**config.mk**
```make
export PLATFORM = sky130hd
export DESIGN_NAME = clgo_top
export DESIGN_NICKNAME = d
export VERILOG_FILES = /design/src/clgo_pkg.sv /design/src/clgo_reg_if.sv /design/src/clgo_apb_slave.sv /design/src/clgo_flag_bank.sv /design/src/clgo_top.sv
export SDC_FILE = /design/constraint.sdc
export NUM_CORES = 1
export LEC_CHECK = 0
export ABC_AREA = 1
export BUFFER_PORTS_ARGS = -buffer_cell sky130_fd_sc_hd__buf_2
export CAP_MARGIN = 20
export CORE_UTILIZATION = 33
export CTS_BUF_LIST = sky130_fd_sc_hd__clkbuf_2
export DETAILED_ROUTE_END_ITERATION = 6
export GPL_TIMING_DRIVEN = 0
export PLACE_DENSITY = 0.88
export RECOVER_POWER = 50
export SYNTH_ARGS = -nofsm -noshare
export SYNTH_HDL_FRONTEND = slang
export SYNTH_SLANG_ARGS = --single-unit
```
**constraint.sdc**
```tcl
create_clock -name pclk -period 1.2 [get_ports pclk]
set_input_delay 0.36 -clock pclk [delete_from_list [all_inputs] [get_ports pclk]]
set_output_delay 0.36 -clock pclk [all_outputs]
set_load 0.01 [all_outputs]
```
**src/clgo_pkg.sv**
```systemverilog
// shared constants for the clock gating override block
package clgo_pkg;

  // bus widths
  localparam int unsigned CLGO_DW         = 32;     // apb data width
  localparam int unsigned CLGO_AW         = 12;     // apb byte address width
  localparam int unsigned CLGO_NUM_FLAGS  = 12;     // override flags, bits 11 down to 0
  localparam int unsigned CLGO_MAX_CPLX   = 8;      // complex bits 11 down to 4

  // register byte offsets
  localparam logic [CLGO_AW-1:0] CLGO_OFS_STATUS = 12'ha00;
  localparam logic [CLGO_AW-1:0] CLGO_OFS_SET    = 12'ha04;
  localparam logic [CLGO_AW-1:0] CLGO_OFS_CLEAR  = 12'ha08;
  localparam logic [1:0]         CLGO_ALIGN_OK   = 2'h0;    // word aligned low bits

  // bit positions of the override flags
  localparam int unsigned CLGO_BIT_PROC    = 0;     // processor clock, direct mode only
  localparam int unsigned CLGO_BIT_POWER   = 1;     // cluster power policy clock
  localparam int unsigned CLGO_BIT_IRQ     = 2;     // cluster irq controller clock
  localparam int unsigned CLGO_BIT_PERIPH  = 3;     // cluster peripheral clock
  localparam int unsigned CLGO_BIT_CPLX_LO = 4;     // first per complex bit
  localparam int unsigned CLGO_BIT_CPLX_HI = 11;    // last per complex bit

  // reset values
  localparam logic [CLGO_NUM_FLAGS-1:0] CLGO_FLAG_RESET  = 12'h000;      // gating enabled
  localparam logic [CLGO_DW-1:0]        CLGO_RDATA_RESET = 32'h0000_0000;
  localparam logic [CLGO_DW-CLGO_NUM_FLAGS-1:0] CLGO_RSVD_ZERO = 20'h0_0000;

  // register selected by an address
  typedef enum logic [1:0] {
    CLGO_REG_NONE,
    CLGO_REG_STATUS,
    CLGO_REG_SET,
    CLGO_REG_CLEAR
  } clgo_reg_t;

endpackage

```
**src/clgo_reg_if.sv**
```systemverilog
`timescale 1ns/100ps

// links the bus slave, the decode in the top and the flag bank
interface clgo_reg_if;
  import clgo_pkg::*;

  logic                      acc_wr;     // write completes this edge
  logic                      acc_rd;     // read data is captured this edge
  logic [CLGO_AW-1:0]        acc_addr;   // byte address of the transfer
  logic [CLGO_DW-1:0]        acc_wdata;  // write data of the transfer
  logic [CLGO_DW-1:0]        acc_rdata;  // read word for the address
  logic                      acc_err;    // address is not mapped
  logic [CLGO_NUM_FLAGS-1:0] set_bits;   // one cycle set strobes
  logic [CLGO_NUM_FLAGS-1:0] clr_bits;   // one cycle clear strobes
  logic [CLGO_NUM_FLAGS-1:0] flags;      // override flag state

  modport bus  (output acc_wr, acc_rd, acc_addr, acc_wdata, input acc_rdata, acc_err);
  modport core (input acc_wr, acc_rd, acc_addr, acc_wdata, flags,
                output acc_rdata, acc_err, set_bits, clr_bits);
  modport bank (input set_bits, clr_bits, output flags);
endinterface

```
**src/clgo_apb_slave.sv**
```systemverilog
`timescale 1ns/100ps

// apb handshake: one wait state, registered answer
module clgo_apb_slave (
  // clock and reset
  input  wire logic                          pclk,
  input  wire logic                          presetn,
  // apb request
  input  wire logic                          psel,
  input  wire logic                          penable,
  input  wire logic                          pwrite,
  input  wire logic [clgo_pkg::CLGO_AW-1:0]  paddr,
  input  wire logic [clgo_pkg::CLGO_DW-1:0]  pwdata,
  // apb answer
  output logic                               pready,
  output logic [clgo_pkg::CLGO_DW-1:0]       prdata,
  output logic                               pslverr,
  // towards decode
  clgo_reg_if.bus                            rif
);
  import clgo_pkg::*;

  logic capture;   // first access cycle, answer is prepared here

  // the answer is computed one cycle early so every answer bit is a flop
  assign capture       = psel & penable & ~pready;
  assign rif.acc_rd    = capture & ~pwrite;
  // a write lands only on the edge where the master sees pready
  assign rif.acc_wr    = psel & penable & pready & pwrite;
  assign rif.acc_addr  = paddr;
  assign rif.acc_wdata = pwdata;

  // ready rises after one wait cycle and drops after the completing edge
  always_ff @(posedge pclk or negedge presetn) begin
    if (!presetn) begin
      pready <= 1'b0;
    end else begin
      pready <= capture;
    end
  end

  // read data and error are loaded with ready, zero otherwise
  always_ff @(posedge pclk or negedge presetn) begin
    if (!presetn) begin
      prdata  <= CLGO_RDATA_RESET;
      pslverr <= 1'b0;
    end else begin
      prdata  <= rif.acc_rd ? rif.acc_rdata : CLGO_RDATA_RESET;
      pslverr <= capture & rif.acc_err;
    end
  end
endmodule

```
**src/clgo_flag_bank.sv**
```systemverilog
`timescale 1ns/100ps

// one override flag per clock
module clgo_flag_bank (
  // clock and reset
  input  wire logic pclk,
  input  wire logic presetn,
  // strobes in, flags out
  clgo_reg_if.bank  rif
);
  import clgo_pkg::*;

  // set and clear come from different registers and cannot meet,
  // but set is still given priority so a hazard never drops a force
  // one flag per clock
  for (genvar i = 0; i < CLGO_NUM_FLAGS; i++) begin : g_flag
    always_ff @(posedge pclk or negedge presetn) begin
      if (!presetn) begin
        rif.flags[i] <= CLGO_FLAG_RESET[i];
      end else if (rif.set_bits[i]) begin
        rif.flags[i] <= 1'b1;
      end else if (rif.clr_bits[i]) begin
        rif.flags[i] <= 1'b0;
      end
    end
  end
endmodule

```
**src/clgo_top.sv**
```systemverilog
`timescale 1ns/100ps

// Function
// - status register shows gating state per clock
// - status one means gating disabled
// - set register one disables gating
// - clear register one re-enables gating
// - zero bits written change nothing
// - set and clear share status bit map
// - unimplemented clock bits are reserved everywhere
// - bits 3..0 periph, irq, power, processor
// - multi complex mode adds complex bits 11..4
// - unused bits read zero, writes ignored
module clgo_top #(
  parameter bit          multi_complex_mode  = 1'b0,   // per complex bits instead of bit 0
  parameter int unsigned complex_count       = 8,      // implemented complexes, up to 8
  parameter logic [3:0]  cluster_gating_impl = 4'hf    // cluster clocks with dynamic gating
) (
  // clock and reset
  input  wire logic                                          pclk,
  input  wire logic                                          presetn,
  // apb request
  input  wire logic                                          psel,
  input  wire logic                                          penable,
  input  wire logic                                          pwrite,
  input  wire logic [clgo_pkg::CLGO_AW-1:0]                  paddr,
  input  wire logic [clgo_pkg::CLGO_DW-1:0]                  pwdata,
  // apb answer
  output logic                                               pready,
  output logic [clgo_pkg::CLGO_DW-1:0]                       prdata,
  output logic                                               pslverr,
  // gating overrides, high disables dynamic gating
  output logic                                               peripheral_clock_override,
  output logic                                               irq_ctrl_clock_override,
  output logic                                               power_policy_clock_override,
  output logic                                               processor_clock_override,
  output logic [clgo_pkg::CLGO_MAX_CPLX-1:0]                 per_complex_clock_override
);
  import clgo_pkg::*;

  // bits that exist in this configuration
  // the mask is worked out once at elaboration; a clock without dynamic
  // gating keeps its flag at reset, so its bit reads zero and ignores writes
  // complex bits past the implemented count are treated the same way
  function automatic logic [CLGO_NUM_FLAGS-1:0] build_mask(
    input bit          mc,
    input int unsigned ncplx,
    input logic [3:0]  impl
  );
    logic [CLGO_NUM_FLAGS-1:0] m;
    m = CLGO_FLAG_RESET;
    m[CLGO_BIT_PERIPH] = impl[CLGO_BIT_PERIPH];
    m[CLGO_BIT_IRQ]    = impl[CLGO_BIT_IRQ];
    m[CLGO_BIT_POWER]  = impl[CLGO_BIT_POWER];
    // processor bit only in direct mode
    if (!mc) begin
      m[CLGO_BIT_PROC] = impl[CLGO_BIT_PROC];
    end else begin
      for (int i = 0; i < CLGO_MAX_CPLX; i++) begin
        if (i < ncplx) begin
          m[CLGO_BIT_CPLX_LO + i] = 1'b1;
        end
      end
    end
    return m;
  endfunction

  // register selected by a byte address
  // only whole aligned words are mapped; a partial address could otherwise
  // alias a neighbour and let a stray write set or clear the wrong clocks
  function automatic clgo_reg_t decode(input logic [CLGO_AW-1:0] a);
    clgo_reg_t r;
    r = CLGO_REG_NONE;
    // misaligned addresses map nowhere
    if (a[1:0] == CLGO_ALIGN_OK) begin
      if (a == CLGO_OFS_STATUS) begin
        r = CLGO_REG_STATUS;
      end else if (a == CLGO_OFS_SET) begin
        r = CLGO_REG_SET;
      end else if (a == CLGO_OFS_CLEAR) begin
        r = CLGO_REG_CLEAR;
      end
    end
    return r;
  endfunction

  // fixed per build; only these bits can ever hold a one
  localparam logic [CLGO_NUM_FLAGS-1:0] VALID_MASK =
    build_mask(multi_complex_mode, complex_count, cluster_gating_impl);

  clgo_reg_if rif ();                    // internal links

  clgo_reg_t                 acc_reg;    // register hit by the transfer
  logic [CLGO_NUM_FLAGS-1:0] wr_bits;    // write data limited to live bits
  logic [CLGO_DW-1:0]        rd_word;    // read value for the address

  // apb slave, answers after one wait cycle
  // the wait state lets every answer bit leave a flop; the cost is one
  // extra cycle per transfer, which software on this block never notices
  clgo_apb_slave u_apb (
    .pclk    (pclk),
    .presetn (presetn),
    .psel    (psel),
    .penable (penable),
    .pwrite  (pwrite),
    .paddr   (paddr),
    .pwdata  (pwdata),
    .pready  (pready),
    .prdata  (prdata),
    .pslverr (pslverr),
    .rif     (rif.bus)
  );

  // override flags
  // kept in their own module so the override outputs stay plain flops
  clgo_flag_bank u_flags (
    .pclk    (pclk),
    .presetn (presetn),
    .rif     (rif.bank)
  );

  // address decode shared by read and write paths
  assign acc_reg     = decode(rif.acc_addr);
  assign rif.acc_err = (acc_reg == CLGO_REG_NONE);

  // writes ignored above
  // reserved bits are dropped here, so their flags stay at reset
  // unimplemented bits dropped
  assign wr_bits = rif.acc_wdata[CLGO_NUM_FLAGS-1:0] & VALID_MASK;

  // set strobes, only ones in the data act
  // ones disable gating
  assign rif.set_bits = (rif.acc_wr && acc_reg == CLGO_REG_SET) ? wr_bits : CLGO_FLAG_RESET;

  // clear strobes, same bit map as the set register
  // ones re-enable gating
  assign rif.clr_bits = (rif.acc_wr && acc_reg == CLGO_REG_CLEAR) ? wr_bits : CLGO_FLAG_RESET;

  // read mux; set and clear are write only and read zero
  always_comb begin
    rd_word = CLGO_RDATA_RESET;
    // each code of the enum has its own arm, so no default is needed
    unique case (acc_reg)
      CLGO_REG_STATUS: begin
        rd_word = {CLGO_RSVD_ZERO, rif.flags};
      end
      CLGO_REG_SET: begin
        rd_word = CLGO_RDATA_RESET;
      end
      CLGO_REG_CLEAR: begin
        rd_word = CLGO_RDATA_RESET;
      end
      CLGO_REG_NONE: begin
        rd_word = CLGO_RDATA_RESET;
      end
    endcase
  end
  assign rif.acc_rdata = rd_word;

  // override outputs are the flag flops themselves
  // so no extra stage is needed and the pins move with the status bits
  // named bit positions
  assign peripheral_clock_override   = rif.flags[CLGO_BIT_PERIPH];
  assign irq_ctrl_clock_override     = rif.flags[CLGO_BIT_IRQ];
  assign power_policy_clock_override = rif.flags[CLGO_BIT_POWER];
  // in multi complex mode bit 0 is masked and stays low
  assign processor_clock_override    = rif.flags[CLGO_BIT_PROC];
  assign per_complex_clock_override  = rif.flags[CLGO_BIT_CPLX_HI:CLGO_BIT_CPLX_LO];
endmodule

```
==> impl_metrics.yaml, run 1 <==
sta:
  tightestPinTransition_ns: 0.538
  slew_violations: 0
  maximum_clock_frequency_ghz: 0.865
  fin_worst_hold_slack_ns: 0.378
  timing.final.setup_violations: 0
  hold_viol_final: 0
  worst_clock_skew_ns: 0.00579
  rsz_0062_raised_after_global_routing: "true"
  postLayoutSetupSlackWorst_ns: 0.0435
  period_minus_slack_ns: 1.16
  period_share_pct: 96.4
  slew-limit-headroom_pct: 64.1
  setup_total_neg_slack_ns: 0
placement:
  port_buffers: 30
  post-dp-hpwl_mm: 1.26
  post_dp_cell_area_um2: 1080
  finalWeightedCongestion: 0.705
  dpl_worst_slack_ns: -0.0605
  place.detailed.instances: 187
setup_path:
  worstPathArrival_ns: 0.80
  endpoint_kind: "output port"
  crit_required_ns: 0.84
  timing.critical_path.buf_inv: 1
  critical-path-max-stage-delay_ns: 0.41
  regToRegEndpoint: "u_flags.rif.flags[0]"
  path_class: "register to output port"
  rr_startpoint: "u_apb.pready"
  crit_family: "flip-flops"
  r2r_setup_slack_ns: 0.17
  setup.worst_path.start_class: "register"
  crit_path_top_delay_cell: "sky130_fd_sc_hd__dfrtp_1"
  rr_worst_depth: 5
  critical_path_cell_count: 1
  max_fo_critical_path: 3
  worstPathCellList: "buf_2"
clocking:
  tritoncts.num_buffers: 3
  clk_pin_slew_ns: 0.10
  cts_tree: "built"
  clock_network_latency_to_the_later_pin_of_the_worst_skew_pair_ns: 0.24
  clock_tree.htree_level_count: 1
  clock_sinks: 10
  clk_root_buffer_cell: "sky130_fd_sc_hd__clkbuf_2"
  deepest_clock_path_buffer_count: 2
yosys:
  netlist.area_leader.share_pct: 35.5
  synth-seq-cells: 10
  synthesized_instance_count: 94
  synth_cell_types: 15
  synth_seq_area_share_pct: 32.9
  yosys-top-cells-area: "sky130_fd_sc_hd__buf_4 (36%), sky130_fd_sc_hd__dfrtp_1 (33%), sky130_fd_sc_hd__nand4_1 (6.6%)"
  yosysTopAreaCell: "sky130_fd_sc_hd__buf_4"
  avgSynthCellArea_um2: 8.09
  yosys_warnings: 0
  synthesis.area_um2: 761
cells_and_area:
  layout-drive-gt1-share_pct: 46.2
  fin_util_pct: 52.1
  area.growth.synth_to_final_pct: 50.2
  number_of_nets_in_the_final_layout: 219
  final_area_um2: 1140
  layoutNonFillerInstCount: 197
  n_antenna_cell: 0
floorplanning:
  die_w_um: 50.0
  core_area_um2: 2190
  die_h_um: 50.0
  i_o_pin_count: 95
  fp-row-count: 17
  die_area_um2: 2500
  initial_core_utilization_pct: 34.7
hold_path:
  hold_path_end: "u_flags.rif.flags[1]"
  min_delay_path_depth: 3
  worstHoldStart: "pwdata[1]"
  min-delay-path-class: "primary input to register"
power:
  power.leakage_nw: 0.714
  p_per_area_nw_per_um2: 649
  ir_drop_v: 0.000392
  design_power_total_uw: 742
grt:
  antenna_found_initial: 0
  grt.total_usage_pct: 11.8
  number_of_global_route_vias_before_repair: 540
  grt_remaining_overflow: 0
  grt_pass1_wl_mm: 2.24
  grt_start_max_net_pins: 11
drt:
  detail_route.wl_per_cell_um: 7.42
  residual_drc_count: 0
  drt-initial-drc-count: 16
  drtPass1Iterations: 4
  vias: 701
  drtAntennaViolNets: 0
  drt_wl_total_mm: 1.46
  drt-vias-per-instance: 3.56
outcome:
  run_status: "finished, final reports clean"
flow_run:
  maxCapViolCount: 0
==> layout by cell type, fill, tap and decap left out, drive strengths merged <==
master | synthesis | routed
nand3b | 1 | 1
clkinv | 0 | 1
nor2 | 13 | 13
buf | 36 | 70
conb | 1 | 36
nand4 | 8 | 8
inv | 3 | 3
and3 | 1 | 1
xor2 | 1 | 1
clkbuf | 0 | 4
nand3 | 6 | 6
a21boi | 1 | 1
dfrtp | 10 | 10
nand2 | 13 | 13
dlygate4sd3 | 0 | 1
==> flip-flops by register name, summed over array words and instances, names as in the netlist <==
register,count
u_apb.prdata,4
u_apb.pready,1
u_apb.pslverr,1
u_flags.rif.flags,4
==> tightest hold or removal path, stage by stage <==
cell,delay (ns)
sky130_fd_sc_hd__buf_2,0.11
sky130_fd_sc_hd__nand4_1,0.08
sky130_fd_sc_hd__nand2_1,0.05
==> cells by family after synthesis <==
| family | Yosys count | synth area share [%] |
|---|---|---|
| DFF | 10 | 32.9 |
| AOI/OAI and AO/OA | 1 | 0.987 |
| xor gates and xnor gates | 1 | 1.15 |
| buffers and inverters | 39 | 37.0 |
| and+or+nand+nor | 42 | 27.5 |
| other | 1 | 0.493 |
==> Yosys cell counts <==
cell / n
sky130_fd_sc_hd__nor2_1: 9
sky130_fd_sc_hd__nand3b_1: 1
sky130_fd_sc_hd__xor2_1: 1
sky130_fd_sc_hd__and3_1: 1
sky130_fd_sc_hd__nand3_1: 6
sky130_fd_sc_hd__nand2_1: 12
sky130_fd_sc_hd__conb_1: 1
sky130_fd_sc_hd__dfrtp_1: 10
sky130_fd_sc_hd__buf_4: 36
sky130_fd_sc_hd__a21boi_0: 1
sky130_fd_sc_hd__nand4_1: 8
sky130_fd_sc_hd__nor2_2: 3
sky130_fd_sc_hd__nor2_4: 1
sky130_fd_sc_hd__inv_1: 3
sky130_fd_sc_hd__nand2_2: 1
==> per-layer routing <==
metal / vias up / GRT usage, % / part of all wire, %
li1: 384 / - / -
met1: 274 / 12.9 / 38
met2: 43 / 19.8 / 49
met3: 0 / 3.40 / 12
met4: 0 / 7.14 / 0
met5: - / 0 / 0
==> repair_timing <==
action                                 CTS  global route
endpoints found under the hold margin   10             0
setup endpoints to repair                0             5
setup buffers                            0             5
hold buffers                             1             0
resized for setup                        0             0
==> power breakdown <==
part	internal, mW	total [mW]	switching [mW]
Clock	0.0724	0.180	0.108
Combinational	0.111	0.220	0.108
Sequential	0.340	0.342	0.00146
==> worst max path at each step <==
stage          slack, ns            startpoint                   endpoint
2_1_floorplan       0.16              paddr[7]       u_flags.rif.flags[2]
3_3_place_gp       -0.04              paddr[5]       u_flags.rif.flags[3]
3_5_place_dp       -0.06              paddr[5]       u_flags.rif.flags[2]
4_1_cts             0.02  u_flags.rif.flags[2]    irq_ctrl_clock_override
5_1_grt            -0.02  u_flags.rif.flags[3]  peripheral_clock_override
6_report            0.04  u_flags.rif.flags[2]    irq_ctrl_clock_override
==> layout make-up <==
type,count,area [um2]
Fill cell,222,1050
Multi-Input combinational cell,80,360
Buffer,36,270
Sequential cell,10,250
Timing Repair Buffer,36,196
Tap cell,28,35.0
Clock buffer,3,15.0
Inverter,3,11.3
Clock inverter,1,3.75
(Power assumes the default switching activity.)
==> run 2: changes to the inputs <==
RECOVER_POWER = not set   (was 50)
==> impl_metrics.yaml, run 2 (synthesis results as in run 1) <==
sta:
  slew_violations: 0
  setup_total_neg_slack_ns: 0
  hold_viol_final: 0
  worst_clock_skew_ns: 0.00593
  period_share_pct: 96.4
  period_minus_slack_ns: 1.16
  rsz_0062_raised_after_global_routing: "true"
  timing.final.setup_violations: 0
  postLayoutSetupSlackWorst_ns: 0.0433
  maximum_clock_frequency_ghz: 0.865
  fin_worst_hold_slack_ns: 0.377
setup_path:
  timing.critical_path.buf_inv: 1
  crit_path_top_delay_cell: "sky130_fd_sc_hd__dfrtp_1"
  worstPathArrival_ns: 0.80
  path_class: "register to output port"
  max_fo_critical_path: 3
  worstPathCellList: "buf_2"
  critical-path-max-stage-delay_ns: 0.41
  crit_family: "flip-flops"
  r2r_setup_slack_ns: 0.17
  endpoint_kind: "output port"
  setup.worst_path.start_class: "register"
  crit_required_ns: 0.84
floorplanning:
  die_h_um: 50.0
  i_o_pin_count: 95
  core_area_um2: 2190
  die_w_um: 50.0
  die_area_um2: 2500
  initial_core_utilization_pct: 34.7
  fp-row-count: 17
outcome:
  run_status: "finished, final reports clean"
drt:
  vias: 707
  drt_wl_total_mm: 1.46
  drtAntennaViolNets: 0
  drtPass1Iterations: 4
  residual_drc_count: 0
  drt-vias-per-instance: 3.59
  drt-initial-drc-count: 16
  detail_route.wl_per_cell_um: 7.42
clocking:
  clk_root_buffer_cell: "sky130_fd_sc_hd__clkbuf_2"
  clk_pin_slew_ns: 0.10
  tritoncts.num_buffers: 3
  clock_tree.htree_level_count: 1
  deepest_clock_path_buffer_count: 2
  cts_tree: "built"
  cts_repair_resize_count: 0
  clock_network_latency_to_the_later_pin_of_the_worst_skew_pair_ns: 0.24
  clock_sinks: 10
grt:
  grt_remaining_overflow: 0
  grt_start_max_net_pins: 11
  grt_pass1_wl_mm: 2.24
  antenna_found_initial: 0
  number_of_global_route_vias_before_repair: 540
  grt.total_usage_pct: 11.8
placement:
  post-dp-hpwl_mm: 1.26
  dpl_worst_slack_ns: -0.0605
  place.detailed.instances: 187
  finalWeightedCongestion: 0.705
  port_buffers: 30
power:
  power.sequential.fraction_pct: 46.0
  net-switching-power_uw: 218
  combinationalPowerShare_pct: 29.7
  p_per_area_nw_per_um2: 649
  clkPwrFrac_pct: 24.3
  power.leakage_nw: 0.716
  internal_power_uw: 525
  p_sw_share_pct: 29.3
  design_power_total_uw: 742
  ir_drop_v: 0.000394
cells_and_area:
  area.growth.synth_to_final_pct: 50.3
  layoutNonFillerInstCount: 197
  number_of_nets_in_the_final_layout: 219
  layout_common_cells: "sky130_fd_sc_hd__buf_4 (41), sky130_fd_sc_hd__conb_1 (36), sky130_fd_sc_hd__buf_2 (30)"
  layout-drive-gt1-share_pct: 46.7
  mostFrequentLayoutCell: "sky130_fd_sc_hd__buf_4"
  n_antenna_cell: 0
  biggestRegsByFlops: "u_apb.prdata (4), u_flags.rif.flags (4)"
flow_run:
  maxCapViolCount: 0
hold_path:
  min-delay-path-class: "primary input to register"
## run 2: cell types whose count changed in the layout (fill, tap and decap cells not counted)
cell	previous run	this run
sky130_fd_sc_hd__buf_2	29	30
sky130_fd_sc_hd__clkbuf_1	1	0
## run 2: worst register-to-register path, cell delays in order (launching register included)
cell                      delay (ns)
sky130_fd_sc_hd__dfrtp_1        0.37
sky130_fd_sc_hd__nand2_1        0.06
sky130_fd_sc_hd__nor2_2         0.24
sky130_fd_sc_hd__nand4_1        0.14
sky130_fd_sc_hd__nand2_1        0.07
sky130_fd_sc_hd__nand2_1        0.05
## run 2: final cells by class
class	count	area (um2)
fill	221	1050
multi-input combinational	80	360
buffer	36	270
sequential	10	250
timing repair buffer	36	198
tap	28	35.0
clock buffer	3	15.0
inverter	3	11.3
clock inverter	1	3.75
## run 2: worst paths after layout
kind                                      startpoint                 endpoint  cells past startpoint
worst max register to register          u_apb.pready     u_flags.rif.flags[0]                      5
worst max-delay path            u_flags.rif.flags[2]  irq_ctrl_clock_override                      1
worst min-delay path                       pwdata[1]     u_flags.rif.flags[1]                      3
max in group asynchronous                    presetn             u_apb.pready                      2
worst min register to register          u_apb.pready             u_apb.pready                      1
min in group asynchronous                    presetn          u_apb.prdata[1]                      2
## run 2: power by group through the flow
stage | clock network, mW | logic (mW) | registers, mW
5_1_grt | 0.224 | 0.241 | 0.342
3_5_place_dp | 0 | 0.214 | 0.349
2_1_floorplan | 0 | 0.160 | 0.351
6_report | 0.180 | 0.220 | 0.342
4_1_cts | 0.191 | 0.217 | 0.342
3_3_place_gp | 0 | 0.212 | 0.348
## run 2: timing repair
item | in CTS | in global routing
setup endpoints to repair | 0 | 5
hold buffers | 1 | 0
endpoints found under the hold margin | 10 | 0
setup buffers | 0 | 5
## run 2: per-layer routing
layer | part of all wire, % | GRT usage [%] | routed length (um)
met1 | 38 | 12.9 | 558
met2 | 49 | 19.8 | 715
met3 | 12 | 3.40 | 177
met4 | 0.68 | 7.14 | 10
met5 | 0 | 0 | 0
## run 2: through the flow
| step | area, um2 | utilization [%] |
|---|---|---|
| 6_report | 1140 | 52.2 |
| 5_1_grt | 1140 | 52.2 |
| 4_1_cts | 1110 | 50.5 |
| 3_5_place_dp | 1080 | 49.2 |
| 3_3_place_gp | 1080 | 49.2 |
| 2_1_floorplan | 892 | - |
